==> config.mk <==
export PLATFORM = sky130hd
export DESIGN_NAME = single_wire_uart_slave
export DESIGN_NICKNAME = d
export VERILOG_FILES = /design/src/hdl/swu_pkg.sv /design/src/hdl/single_wire_uart_slave.sv
export SDC_FILE = /design/constraint.sdc
export NUM_CORES = 1
export LEC_CHECK = 0
export BUFFER_PORTS_ARGS = -buffer_cell sky130_fd_sc_hd__buf_4
export CORE_UTILIZATION = 57
export DETAILED_ROUTE_END_ITERATION = 6
export PLACE_DENSITY = 0.77
export SLEW_MARGIN = 20
export SYNTH_ARGS = -nofsm -noshare
export SYNTH_HDL_FRONTEND = slang
export SYNTH_SLANG_ARGS = --single-unit
==> constraint.sdc <==
create_clock -name sys_clk_i -period 6.75 [get_ports sys_clk_i]
set_input_delay 0.3375 -clock sys_clk_i [delete_from_list [all_inputs] [get_ports sys_clk_i]]
set_output_delay 0.3375 -clock sys_clk_i [all_outputs]
set_load 0.03 [all_outputs]
==> src/hdl/swu_pkg.sv <==
// Shared constants, states and the frame check function of the single-wire serial slave
package swu_pkg;
	// Clock rate and the bit time assumed before any frame was seen
	localparam int unsigned CLK_HZ      = 250_000_000;
	localparam int unsigned DEF_BAUD    = 115200;
	localparam logic [15:0] DEF_BIT_CYC = 16'(CLK_HZ / DEF_BAUD);
	// Frame layout
	localparam logic [3:0]  SYNC_NIB     = 4'h5;
	localparam logic [7:0]  SYNC_PRELOAD = 8'ha0;
	localparam logic [7:0]  NODE_ADDRESS = 8'h00;
	localparam logic [7:0]  REPLY_ADDR   = 8'hff;
	localparam logic [7:0]  CRC_POLY     = 8'h07;
	localparam logic [2:0]  WR_LAST      = 3'h7;
	localparam logic [2:0]  RD_LAST      = 3'h3;
	localparam logic [3:0]  BIT_START    = 4'h0;
	localparam logic [3:0]  BIT_SYNC3    = 4'h4;
	localparam logic [3:0]  BIT_STOP     = 4'h9;
	// Timing in bit times, or in clock cycles where named so
	localparam logic [23:0] GAP_BITS     = 24'h00003f;
	localparam logic [23:0] IDLE_BITS    = 24'h00000c;
	localparam logic [23:0] RELEASE_BITS = 24'h000004;
	localparam logic [23:0] GLITCH_CYC   = 24'h000010;
	localparam logic [2:0]  DLY_STEP_LOG = 3'h3;
	// Write queue
	localparam int unsigned FIFO_W = 39;
	localparam int unsigned FIFO_D = 8;

	// Link engine states
	typedef enum logic [2:0] {
		ST_IDLE = 3'b000,
		ST_SYNC = 3'b001,
		ST_RX   = 3'b010,
		ST_GAP  = 3'b011,
		ST_REC  = 3'b100,
		ST_DLY  = 3'b101,
		ST_TX   = 3'b110,
		ST_REL  = 3'b111
	} state_t;

	// Frame check over one byte, least significant bit first
	function automatic logic [7:0] crc8(input logic [7:0] c, input logic [7:0] b);
		logic [7:0] r;
		r = c;
		for (int i = 0; i < 8; i++) begin
			r = (r[7] ^ b[i]) ? ({r[6:0], 1'b0} ^ CRC_POLY) : {r[6:0], 1'b0};
		end
		return r;
	endfunction : crc8
endpackage : swu_pkg

==> src/hdl/single_wire_uart_slave.sv <==
// Single-wire serial slave: receiver, reply transmitter and write queue
`timescale 1ns/1ps

////////////////////////////////////////////////////////////////////////////////
// Write queue, storage in flip-flops, output stage registered
module swu_fifo #(
	parameter int unsigned W = 39,
	parameter int unsigned D = 8
) (
	// Clock and reset
	input  wire logic         clk_i,
	input  wire logic         reset_i,
	input  wire logic         en_i,
	// Filling side
	input  wire logic         in_valid_i,
	output logic              in_ready_o,
	input  wire logic [W-1:0] in_data_i,
	// Draining side
	output logic              out_valid_o,
	input  wire logic         out_ready_i,
	output logic [W-1:0]      out_data_o
);
	localparam int unsigned AW = (D > 1) ? $clog2(D) : 1;
	localparam int unsigned CW = $clog2(D + 1);

	logic [W-1:0]  mem_q [D];
	logic [W-1:0]  mem_d [D];
	logic [AW-1:0] wp_q, wp_d, rp_q, rp_d;
	logic [CW-1:0] n_q, n_d;
	logic          ov_q, ov_d;
	logic [W-1:0]  od_q, od_d;
	logic          push, pop;

	// Output stage refills as soon as it is free or taken
	always_comb begin
		mem_d = mem_q;
		wp_d  = wp_q;
		rp_d  = rp_q;
		ov_d  = ov_q;
		od_d  = od_q;
		push  = in_valid_i && (n_q != CW'(D));
		pop   = (n_q != '0) && (!ov_q || out_ready_i);
		if (out_ready_i) begin
			ov_d = 1'b0;
		end
		if (push) begin
			mem_d[wp_q] = in_data_i;
			wp_d        = (wp_q == AW'(D - 1)) ? '0 : wp_q + AW'(1);
		end
		if (pop) begin
			ov_d = 1'b1;
			od_d = mem_q[rp_q];
			rp_d = (rp_q == AW'(D - 1)) ? '0 : rp_q + AW'(1);
		end
		n_d = n_q + CW'(push) - CW'(pop);
	end

	// Register stage
	always_ff @(posedge clk_i) begin
		if (reset_i) begin
			wp_q <= '0;
			rp_q <= '0;
			n_q  <= '0;
			ov_q <= 1'b0;
			od_q <= '0;
		end else if (en_i) begin
			mem_q <= mem_d;
			wp_q  <= wp_d;
			rp_q  <= rp_d;
			n_q   <= n_d;
			ov_q  <= ov_d;
			od_q  <= od_d;
		end
	end

	assign in_ready_o  = (n_q != CW'(D));
	assign out_valid_o = ov_q;
	assign out_data_o  = od_q;
endmodule : swu_fifo

////////////////////////////////////////////////////////////////////////////////
// Function
// - Every frame opens with sync nibble 1,0,1,0 then reserved zero bits.
// - Each byte has a low start bit and a high stop bit.
// - Bit time measured from start edge to the sync bit 2/3 falling edge.
// - Bit divider resynchronises to the host rate on every frame.
// - Bits go LSB first; 32-bit words go most significant byte first.
// - Write frame: sync, node, flag plus address, four data bytes, check byte.
// - Node address is fixed at zero.
// - Over 63 bit times between start bits abandons the frame.
// - Low pulse under 16 clocks is a glitch; wait 12 idle bit times.
// - Check mismatch and frame errors recover like a glitch.
// - Accepted writes bump an 8-bit wrapping counter; reads do not.
// - Read request: sync, node, cleared flag plus address, check byte.
// - Reply uses the bit time measured on the read request.
// - Reply waits a delay in steps of eight bit times, default eight.
// - Reply: sync, address 0xFF, flag plus address, four data bytes, check.
// - Line driver released four bit times after the final stop bit.
// - Check byte is CRC-8, polynomial 0x07, start zero, LSB first.
// - Only frames with good check and own node address are acted on.
module single_wire_uart_slave (
	// Clock, reset, enable
	input  wire logic        sys_clk_i,
	input  wire logic        reset_i,
	input  wire logic        clk_en_i,
	// Shared serial line
	input  wire logic        serial_io_line_i,
	output logic             serial_io_line_o,
	output logic             serial_io_line_oe_o,
	// Settings
	input  wire logic [3:0]  reply_delay_setting_i,
	// Accepted writes
	output logic             wr_valid_o,
	input  wire logic        wr_ready_i,
	output logic [6:0]       wr_addr_o,
	output logic [31:0]      wr_data_o,
	// Read requests
	output logic             rd_req_o,
	output logic [6:0]       rd_addr_o,
	input  wire logic [31:0] rd_data_i,
	// Status
	output logic [7:0]       write_count_o,
	output logic             frame_err_o
);
	swu_pkg::state_t st_q, st_d;
	logic        s1_q, s2_q, s3_q;
	logic [15:0] cnt_q, cnt_d, bit_q, bit_d, good_q, good_d;
	logic [23:0] lcnt_q, lcnt_d;
	logic [3:0]  bidx_q, bidx_d;
	logic [2:0]  byte_q, byte_d, last;
	logic        edg_q, edg_d, wr_q, wr_d, fail;
	logic [7:0]  sh_q, sh_d, crc_q, crc_d, addr_q, addr_d, reg_q, reg_d;
	logic [31:0] data_q, data_d;
	logic [63:0] txsh_q, txsh_d, frame;
	logic        line_q, line_d, oe_q, oe_d, rd_req_q, rd_req_d, err_q, err_d;
	logic        push_q, push_d, fifo_rdy;
	logic [6:0]  rd_addr_q, rd_addr_d;
	logic [7:0]  wcnt_q, wcnt_d, fcrc;
	logic [38:0] qdata_q, qdata_d;
	logic        line, fall;
	logic [15:0] half;
	logic [23:0] gap_lim, idle_lim, rel_lim, dly_lim;
	logic [6:0]  dly_bits;

	////////////////////////////////////////////////////////////////////////////
	// Line synchroniser; the third stage only feeds the edge detector
	always_ff @(posedge sys_clk_i) begin
		if (reset_i) begin
			s1_q <= 1'b1;
			s2_q <= 1'b1;
			s3_q <= 1'b1;
		end else if (clk_en_i) begin
			s1_q <= serial_io_line_i;
			s2_q <= s1_q;
			s3_q <= s2_q;
		end
	end

	assign line = s2_q;
	assign fall = s3_q & ~s2_q;
	assign half = bit_q >> 1;

	// Limits in cycles; gap uses the last good frame's bit time
	assign dly_bits = (reply_delay_setting_i == 4'h0) ? 7'h01 : {3'h0, reply_delay_setting_i};
	assign gap_lim  = 24'(good_q) * swu_pkg::GAP_BITS;
	assign idle_lim = 24'(bit_q) * swu_pkg::IDLE_BITS;
	assign rel_lim  = 24'(bit_q) * swu_pkg::RELEASE_BITS;
	assign dly_lim  = 24'(bit_q) * 24'({dly_bits, swu_pkg::DLY_STEP_LOG'(0)});
	assign last     = wr_q ? swu_pkg::WR_LAST : swu_pkg::RD_LAST;

	////////////////////////////////////////////////////////////////////////////
	// Reply frame, data high byte first, check byte computed on the fly
	always_comb begin
		frame = {8'h00, rd_data_i[7:0], rd_data_i[15:8], rd_data_i[23:16],
			rd_data_i[31:24], {1'b0, reg_q[6:0]}, swu_pkg::REPLY_ADDR,
			4'h0, swu_pkg::SYNC_NIB};
		fcrc = 8'h00;
		for (int i = 0; i < 7; i++) begin
			fcrc = swu_pkg::crc8(fcrc, frame[i*8 +: 8]);
		end
		frame[63:56] = fcrc;
	end

	////////////////////////////////////////////////////////////////////////////
	// Link engine next state
	always_comb begin
		st_d      = st_q;
		cnt_d     = cnt_q;
		lcnt_d    = lcnt_q + 24'h1;
		bit_d     = bit_q;
		good_d    = good_q;
		bidx_d    = bidx_q;
		byte_d    = byte_q;
		edg_d     = edg_q;
		sh_d      = sh_q;
		crc_d     = crc_q;
		addr_d    = addr_q;
		reg_d     = reg_q;
		data_d    = data_q;
		wr_d      = wr_q;
		txsh_d    = txsh_q;
		rd_req_d  = 1'b0;
		push_d    = 1'b0;
		wcnt_d    = wcnt_q;
		fail      = 1'b0;
		case (st_q)
			swu_pkg::ST_IDLE: begin
				if (fall) begin
					st_d   = swu_pkg::ST_SYNC;
					lcnt_d = 24'h0;
					edg_d  = 1'b0;
				end
			end
			swu_pkg::ST_SYNC: begin
				// Short low pulse is noise, not a start bit
				// Low time is the count plus one, so a 16-cycle pulse still opens a frame
				if (line && lcnt_q + 24'h1 < swu_pkg::GLITCH_CYC) begin
					fail = 1'b1;
				end else if (lcnt_q[23:18] != 6'h0) begin
					fail = 1'b1;
				end else if (fall) begin
					if (edg_q) begin
						// Count stops one short of four bit times; truncation would speed up the reply
						bit_d  = 16'((lcnt_q + 24'h1) >> 2);
						st_d   = swu_pkg::ST_RX;
						bidx_d = swu_pkg::BIT_SYNC3;
						cnt_d  = 16'h0;
						byte_d = 3'h0;
						sh_d   = swu_pkg::SYNC_PRELOAD;
						crc_d  = 8'h00;
					end else begin
						edg_d = 1'b1;
					end
				end
			end
			swu_pkg::ST_RX: begin
				cnt_d = cnt_q + 16'h1;
				if (cnt_q == half) begin
					if (bidx_q == swu_pkg::BIT_START) begin
						fail = line;
					end else if (bidx_q != swu_pkg::BIT_STOP) begin
						sh_d = {line, sh_q[7:1]};
					end else if (!line) begin
						fail = 1'b1;
					end else begin
						if (byte_q == 3'h1) begin
							addr_d = sh_q;
						end
						if (byte_q == 3'h2) begin
							reg_d = sh_q;
							wr_d  = sh_q[7];
						end
						if (byte_q > 3'h2 && byte_q != last) begin
							data_d = {data_q[23:0], sh_q};
						end
						if (byte_q > 3'h2 && byte_q == last) begin
							if (sh_q != crc_q) begin
								fail = 1'b1;
							end else if (addr_q != swu_pkg::NODE_ADDRESS) begin
								st_d = swu_pkg::ST_IDLE;
							end else if (!wr_q) begin
								good_d   = bit_q;
								rd_req_d = 1'b1;
								st_d     = swu_pkg::ST_DLY;
								lcnt_d   = 24'h0;
							end else if (fifo_rdy) begin
								good_d = bit_q;
								push_d = 1'b1;
								wcnt_d = wcnt_q + 8'h01;
								st_d   = swu_pkg::ST_IDLE;
							end else begin
								fail = 1'b1;
							end
						end else begin
							crc_d  = swu_pkg::crc8(crc_q, sh_q);
							byte_d = byte_q + 3'h1;
							st_d   = swu_pkg::ST_GAP;
						end
					end
				end
				if (cnt_q == bit_q - 16'h1) begin
					cnt_d  = 16'h0;
					bidx_d = bidx_q + 4'h1;
				end
			end
			swu_pkg::ST_GAP: begin
				if (lcnt_q >= gap_lim) begin
					fail = 1'b1;
				end else if (fall) begin
					st_d   = swu_pkg::ST_RX;
					bidx_d = swu_pkg::BIT_START;
					cnt_d  = 16'h0;
					lcnt_d = 24'h0;
				end
			end
			swu_pkg::ST_REC: begin
				// Any low level restarts the idle wait
				if (!line) begin
					lcnt_d = 24'h0;
				end else if (lcnt_q >= idle_lim) begin
					st_d = swu_pkg::ST_IDLE;
				end
			end
			swu_pkg::ST_DLY: begin
				if (lcnt_q >= dly_lim - 24'h1) begin
					st_d   = swu_pkg::ST_TX;
					txsh_d = frame;
					bidx_d = swu_pkg::BIT_START;
					byte_d = 3'h0;
					cnt_d  = 16'h0;
				end
			end
			swu_pkg::ST_TX: begin
				cnt_d = cnt_q + 16'h1;
				if (cnt_q == bit_q - 16'h1) begin
					cnt_d = 16'h0;
					if (bidx_q != swu_pkg::BIT_STOP) begin
						bidx_d = bidx_q + 4'h1;
					end else if (byte_q == swu_pkg::WR_LAST) begin
						st_d   = swu_pkg::ST_REL;
						lcnt_d = 24'h0;
					end else begin
						bidx_d = swu_pkg::BIT_START;
						byte_d = byte_q + 3'h1;
						txsh_d = {8'h00, txsh_q[63:8]};
					end
				end
			end
			swu_pkg::ST_REL: begin
				if (lcnt_q >= rel_lim - 24'h1) begin
					st_d = swu_pkg::ST_IDLE;
				end
			end
			default: begin
				st_d = swu_pkg::ST_IDLE;
			end
		endcase
		// Every error funnels into the idle recovery wait
		if (fail) begin
			st_d   = swu_pkg::ST_REC;
			lcnt_d = 24'h0;
		end
		err_d     = fail;
		rd_addr_d = rd_req_d ? reg_q[6:0] : rd_addr_q;
		qdata_d   = {reg_q[6:0], data_d};
		// Driver: start low, data LSB first, stop and release phase high
		oe_d   = (st_d == swu_pkg::ST_TX) || (st_d == swu_pkg::ST_REL);
		line_d = 1'b1;
		if (st_d == swu_pkg::ST_TX && bidx_d == swu_pkg::BIT_START) begin
			line_d = 1'b0;
		end else if (st_d == swu_pkg::ST_TX && bidx_d != swu_pkg::BIT_STOP) begin
			line_d = txsh_d[3'(bidx_d - 4'h1)];
		end
	end

	// Link engine registers
	always_ff @(posedge sys_clk_i) begin
		if (reset_i) begin
			st_q      <= swu_pkg::ST_IDLE;
			cnt_q     <= 16'h0;
			lcnt_q    <= 24'h0;
			bit_q     <= swu_pkg::DEF_BIT_CYC;
			good_q    <= swu_pkg::DEF_BIT_CYC;
			bidx_q    <= 4'h0;
			byte_q    <= 3'h0;
			edg_q     <= 1'b0;
			sh_q      <= 8'h00;
			crc_q     <= 8'h00;
			addr_q    <= 8'h00;
			reg_q     <= 8'h00;
			data_q    <= 32'h0;
			wr_q      <= 1'b0;
			txsh_q    <= 64'h0;
			line_q    <= 1'b1;
			oe_q      <= 1'b0;
			rd_req_q  <= 1'b0;
			rd_addr_q <= 7'h00;
			err_q     <= 1'b0;
			push_q    <= 1'b0;
			wcnt_q    <= 8'h00;
			qdata_q   <= 39'h0;
		end else if (clk_en_i) begin
			st_q      <= st_d;
			cnt_q     <= cnt_d;
			lcnt_q    <= lcnt_d;
			bit_q     <= bit_d;
			good_q    <= good_d;
			bidx_q    <= bidx_d;
			byte_q    <= byte_d;
			edg_q     <= edg_d;
			sh_q      <= sh_d;
			crc_q     <= crc_d;
			addr_q    <= addr_d;
			reg_q     <= reg_d;
			data_q    <= data_d;
			wr_q      <= wr_d;
			txsh_q    <= txsh_d;
			line_q    <= line_d;
			oe_q      <= oe_d;
			rd_req_q  <= rd_req_d;
			rd_addr_q <= rd_addr_d;
			err_q     <= err_d;
			push_q    <= push_d;
			wcnt_q    <= wcnt_d;
			qdata_q   <= qdata_d;
		end
	end

	////////////////////////////////////////////////////////////////////////////
	// Write queue; a full queue refuses the frame, so the counter tells the host
	swu_fifo #(
		.W (swu_pkg::FIFO_W),
		.D (swu_pkg::FIFO_D)
	) u_wq (
		.clk_i       (sys_clk_i),
		.reset_i     (reset_i),
		.en_i        (clk_en_i),
		.in_valid_i  (push_q),
		.in_ready_o  (fifo_rdy),
		.in_data_i   (qdata_q),
		.out_valid_o (wr_valid_o),
		.out_ready_i (wr_ready_i),
		.out_data_o  ({wr_addr_o, wr_data_o})
	);

	assign serial_io_line_o    = line_q;
	assign serial_io_line_oe_o = oe_q;
	assign rd_req_o            = rd_req_q;
	assign rd_addr_o           = rd_addr_q;
	assign write_count_o       = wcnt_q;
	assign frame_err_o         = err_q;
endmodule : single_wire_uart_slave

==> metrics.md, run 1 <==
| Metric | Value |
|---|---|
| Setup ws final | `-148 ps` |
| Slowest CP cell | `fa_1` |
| Post-Syn Nets | `3342` |
| Vias in the first global route | `24745` |
| Register area share after synthesis | `0.453` |
| Grt total ovfl | `0` |
| Max rail drop VDD | `0.255 mV` |
| First-pass GRT wire length | `136000 um` |
| Die X | `245 um` |
| Tcrit/Tclk final | `1.02` |
| Final non-filler cell total | `4051` |
| Syn Inst Count | `3031` |
| Core area | `57900 um^2` |
| Effective utilization at floorplan | `0.579` |
| Num CTS Buffers | `60` |
| Root buf cell | `clkbuf_16` |
| Register Area | `15200 um^2` |
| IO buf count | `99` |
| Fill cells | `4179` |
| CTS sink cnt | `603` |
| Fmax | `0.145 GHz` |
| DR vias | `24931` |
| Design Power | `9.57 mW` |
| ANT nets after route | `0` |
| Clk slew on worst S/H paths | `60 ps` |
| Post-synth EDFFs | `312` |
| RePlAce Congestion | `0.906` |
| Final Hold Fails | `0` |
| Max-slew violation count | `0` |
| CP delay by family, top | `simple AND/OR/NAND/NOR gates` |
| Number of remaining DRC errors | `0` |
| Crit path top cell by count | `buf_4` |
| TNS Setup | `-1750 ps` |
| Clock latency on the worst-skew pair | `660 ps` |
| Die Area | `59800 um^2` |
| Yosys cell types | `89` |
| GR Util All Layers | `0.287` |
| CTS tree | `done` |
| Rel. slew slack | `0.207` |
| Core Rows | `88` |
| Clock buffer depth | `3` |
| Final wirelength | `87700 um` |
| Worst Path Buf+Inv | `6` |
| I/O pin count | `100` |
| Die height | `245 um` |
| Failing checks | `negative setup slack` |
| Largest net degree at the start of global routing | `100` |
| Layout area overhead | `16.8%` |
| Vias per cell | `6.15` |
| Pre-Repair DR Iteration Count | `6` |
| Multi-input gate area | `17700 um^2` |
| Cell total after placement | `3881` |
| Yosys warns | `0` |
| Max incr delay on CP | `540 ps` |
| Critical path class | `reg2reg` |
| Place WS | `-593 ps` |
| Fin Clk Skew | `55.6 ps` |
| Post-synthesis cell area | `33500 um^2` |
| Worst endpoint data arrival time | `7450 ps` |
| Detailed Route Iter0 Violations | `2261` |
| Status | `finished with violations` |
| Post-DP HPWL | `56800 um` |
| CTS HTree Levels | `2` |
| ANT cells | `0` |
| Lkg Pwr | `15.2 nW` |
| Minimum clock period | `6900 ps` |
| Setup violators final | `25` |
| FFs w/ async S/R, synth | `0` |
| Setup crit start kind | `flip-flop` |
| Commonest non-fill, non-tap cell in the layout | `nor2_1` |
| Worst min path class | `in2reg` |
| Final nets | `3545` |
| Layout cells sized above 1 | `0.200` |
| Worst Tran Pin Value | `1190 ps` |
| Crit path capture type | `flip-flop` |
| Worst-path fanout max | `5` |
| Commonest non-fill, non-tap cells in the layout | `nor2_1 (329), edfxtp_1 (312), buf_4 (285)` |
| Worst EP required | `7310 ps` |
| Max-cap violations | `0` |
| RSZ-0062 raised after global routing | `true` |
| Syn Area/Cell | `11.1 um^2` |
| Pwr dens | `244 nW/um^2` |
| FF+latch count, synth | `603` |
| Top_reg_cell synth | `edfxtp_1` |
| WL/cell | `21.6 um` |
| Initial antenna violation count | `2` |
## area by class of cell
type | count | share of cell area
clock buffer | 91 | 0.0444
clock inverter | 23 | 0.00830
inverter | 157 | 0.0150
multi-input combinational | 2088 | 0.451
sequential | 603 | 0.388
tap | 765 | 0.0244
timing repair buffer | 324 | 0.0686
## kinds of logic (layout without fill, tap and decap cells)
kind of cell               count (synthesis)  count (layout)  share of synthesized area
buffers and inverters                    340             595                     0.0421
xor gates and xnor gates                 269             269                     0.0727
AOI/OAI and AO/OA                        491             491                      0.100
and+or+nand+nor                          861             861                      0.127
muxes                                    197             197                     0.0884
adders and majority gates                270             270                      0.117
DFF                                      603             603                      0.453
## per-layer routing
layer | GRT usage | vias up | wire length [um] | share of wire
li1 | - | 11344 | - | -
met1 | 0.381 | 12345 | 35800 | 0.41
met2 | 0.482 | 1013 | 42600 | 0.49
met3 | 0.0471 | 227 | 6540 | 0.075
met4 | 0.0886 | 2 | 2670 | 0.030
met5 | 0 | - | 11 | 0.00013
## worst min-delay path, cell delays in order
cell and delay (ps):
buf_4 90, a221oi_1 80, nor3_1 120
## where the power goes
group          internal, mW  switching [mW]
logic                 0.943            1.12
registers              3.93           0.139
clock network          1.98            1.45
total                  6.85            2.72
## Yosys cell counts, types with 8 or more instances
master / count / area share
nor2_1: 344 / 0.038
edfxtp_1: 312 / 0.28
dfxtp_1: 291 / 0.17
ha_1: 197 / 0.073
xnor2_1: 183 / 0.048
inv_1: 155 / 0.017
a21oi_1: 132 / 0.020
clkbuf_1: 122 / 0.014
nand2_1: 119 / 0.013
mux2i_1: 115 / 0.034
nor3_1: 99 / 0.015
a211oi_1: 83 / 0.019
xor2_1: 80 / 0.021
mux4_2: 79 / 0.053
fa_1: 73 / 0.044
o21ai_0: 66 / 0.0098
and2_1: 54 / 0.010
a221oi_1: 43 / 0.011
nand3_1: 37 / 0.0055
or3_1: 26 / 0.0048
a21o_1: 24 / 0.0054
nand4_1: 24 / 0.0045
nor2b_1: 24 / 0.0045
buf_1: 22 / 0.0025
nand2b_1: 21 / 0.0039
buf_2: 20 / 0.0030
and3_1: 19 / 0.0035
a211o_1: 18 / 0.0047
nor4_1: 17 / 0.0032
a22oi_1: 14 / 0.0031
nor3b_1: 14 / 0.0031
a31oi_1: 13 / 0.0024
buf_6: 11 / 0.0037
o211ai_1: 11 / 0.0025
nand3b_1: 10 / 0.0022
o21bai_1: 10 / 0.0022
or4_1: 10 / 0.0022
and4_1: 8 / 0.0021
o2111ai_1: 8 / 0.0021
o21a_1: 8 / 0.0018
## state kept, by name (all words and copies together), names as in the netlist, 7 cells and up
| name | cells |
|---|---|
| write_count_o | 8 |
| cnt_q | 16 |
| good_q | 16 |
| addr_q | 8 |
| rd_addr_o | 7 |
| txsh_q | 64 |
| u_wq.out_data_o | 39 |
| qdata_q | 8 |
| reg_q | 7 |
| lcnt_q | 24 |
| bit_q | 16 |
| u_wq.mem_q | 312 |
| data_q | 31 |
| crc_q | 8 |
| sh_q | 8 |
## stage by stage
stage | utilization | cell area [um^2] | hold WS, ps
floorplan | - | 33600 | 431
global placement | 0.620 | 35900 | 441
CTS | 0.665 | 38500 | 1.03
detailed placement | 0.621 | 35900 | 448
finish | 0.676 | 39200 | 14.6
global route | 0.676 | 39200 | 0.461
## final timing paths
kind            startpoint                to  slack, ps  cells after the start
max               bit_q[4]  serial_io_line_o       -150                     29
min reg2reg     txsh_q[23]        txsh_q[23]        460                      2
max reg2reg       bit_q[4]  serial_io_line_o       -150                     29
min          rd_data_i[25]        txsh_q[25]         10                      3
## timing repair
action                                  in CTS  in global routing
hold buffers                                13                  0
gates cloned                                 0                  4
pin swaps                                   41                 75
endpoints found under the hold margin       13                  0
endpoints found under the setup margin      82                109
resized for setup                           48                113
setup buffers                               25                 16
Power figures use the tool's default switching activity.
==> run 2: changes to the inputs <==
- CORE_MARGIN: not set -> 2
- SKIP_LAST_GASP: not set -> 1
==> run 2 against run 1 <==
  * The flow still finishes with violations (negative setup slack)
  * Power shrank 1.1%
  * Die area grew 1.6%
  * Non-clock buffer count shrank 28
  * Critical path depth grew 1
  * Final area shrank 1.0%
  * Cell count shrank 0.72%
  * Sequential share of layout area grew 0.39 points
  * Clock power shrank 1%
  * First-iteration DRC count shrank 8.3%
  * Hold slack lost 4.6 ps
==> metrics.md, run 2 (synthesis gave the netlist of run 1 again) <==
| Metric | Value |
|---|---|
| Status | `finished with violations` |
| Failing checks | `negative setup slack` |
| Commonest non-fill, non-tap cells in the layout | `nor2_1 (330), edfxtp_1 (312), dfxtp_1 (284)` |
| Largest net degree at the start of global routing | `123` |
| TNS Setup | `-6730 ps` |
| Max rail drop VDD | `0.248 mV` |
| Core area | `57900 um^2` |
| Die Area | `60800 um^2` |
| Max incr delay on CP | `500 ps` |
| Pwr dens | `244 nW/um^2` |
| GR Util All Layers | `0.280` |
| Worst-path fanout max | `6` |
| Worst endpoint data arrival time | `7580 ps` |
| Detailed Route Iter0 Violations | `2074` |
| Clock buffer depth | `3` |
| Worst Tran Pin Value | `1090 ps` |
| RSZ-0062 raised after global routing | `true` |
| Number of flip-flops in the largest register | `312` |
| Max-slew violation count | `0` |
| Layout cells sized above 1 | `0.193` |
| I/O pin count | `100` |
| Vias per cell | `6.10` |
| Crit path capture type | `flip-flop` |
| Die X | `247 um` |
| ANT nets after route | `0` |
| Post-route cell area | `38800 um^2` |
| Cell total after placement | `3869` |
| CTS HTree Levels | `2` |
| Initial antenna violation count | `0` |
| Lkg Pwr | `15.1 nW` |
| Area after DPL | `35800 um^2` |
| Rel. slew slack | `0.270` |
| CTS sink cnt | `603` |
| Clock latency on the worst-skew pair | `650 ps` |
| Fin Clk Skew | `36.6 ps` |
| WL/cell | `21.5 um` |
| Commonest non-fill, non-tap cell in the layout | `nor2_1` |
| Fmax | `0.142 GHz` |
| Vias in the first global route | `24191` |
| Design Power | `9.47 mW` |
| Minimum clock period | `7040 ps` |
| Die height | `247 um` |
| IO buf count | `99` |
| Setup ws final | `-294 ps` |
| Final non-filler cell total | `4022` |
| Final wirelength | `86600 um` |
| Slowest CP cell | `fa_1` |
| Critical path class | `reg2reg` |
| Worst min path class | `in2reg` |
| CTS tree | `done` |
| Setup crit start kind | `flip-flop` |
| Most flops, register | `u_wq.mem_q` |
| Grt total ovfl | `0` |
| Num CTS Buffers | `61` |
| Place WS | `-619 ps` |
| RePlAce Congestion | `0.892` |
| First-pass GRT wire length | `134000 um` |
| Post-DP HPWL | `56800 um` |
| Worst EP required | `7290 ps` |
| Pre-Repair DR Iteration Count | `6` |
| Max-cap violations | `0` |
| Core Rows | `88` |
| ANT cells | `0` |
| Setup violators final | `36` |
| DR vias | `24536` |
| Root buf cell | `clkbuf_16` |
| Final Hold Fails | `0` |
| Tcrit/Tclk final | `1.04` |
| Final nets | `3518` |
| Effective utilization at floorplan | `0.579` |
| Layout area overhead | `15.6%` |
| Number of remaining DRC errors | `0` |
| Clk slew on worst S/H paths | `60 ps` |
## run 2: cell count changes in the layout (fill, tap and decap cells not counted), moves of 5 or more
cell,delta
buf_4,-14
a221oi_1,-12
a221oi_2,+12
dlygate4sd3_1,-10
clkbuf_1,-6
o21ai_0,+6
buf_6,-5
## run 2: cell type report
cell class,instances,area (um^2)
Clock buffer,85,1720
Clock inverter,28,297
Fill cell,4245,19100
Inverter,157,589
Multi-Input combinational cell,2088,17500
Sequential cell,603,15200
Tap cell,765,957
Timing Repair Buffer,296,2460
## run 2: layer usage
layer	part of all wire	GRT usage	up-vias
met5	0	0	-
met4	0.028	0.0790	0
met3	0.058	0.0358	178
met2	0.49	0.473	861
met1	0.42	0.381	12198
li1	-	-	11299
## run 2: what timing repair did
item / CTS / global route
cloned: 0 / 7
setup endpoints to repair: 45 / 107
resized for setup: 39 / 80
hold buffers: 3 / 0
hold endpoints to repair: 3 / 0
buffers inserted: 15 / 15
pin swaps: 30 / 58
## run 2: worst max-delay path, delay by kind of cell, from the launching register on
kind	cells	cell delay, ps
flops	1	330
fa+ha+maj	5	2010
simple gates	4	1040
compound gates	14	2440
xor+xnor	1	140
buf+inv	6	1000
## run 2: per-stage QoR
| stage | hold WS [ps] | util |
|---|---|---|
| floorplan | 431 | - |
| global placement | 440 | 0.618 |
| detailed placement | 449 | 0.619 |
| CTS | 0.187 | 0.659 |
| global route | 2.61 | 0.669 |
| finish | 9.97 | 0.669 |
## run 2: path summary, 6_finish.rpt
| kind | cells past startpoint | to | from | slack (ps) |
|---|---|---|---|---|
| hold reg to reg | 1 | line | s1_q | 440 |
| setup / recovery | 30 | lcnt_q[5] | good_q[4] | -290 |
| setup reg to reg | 30 | lcnt_q[5] | good_q[4] | -290 |
| hold / removal | 3 | txsh_q[36] | rd_data_i[20] | 10 |
## run 2: report_power, final
part           total (mW)  switching, mW  internal, mW
Sequential           4.08          0.153          3.93
Combinational        1.99           1.07         0.923
Clock                3.39           1.49          1.91
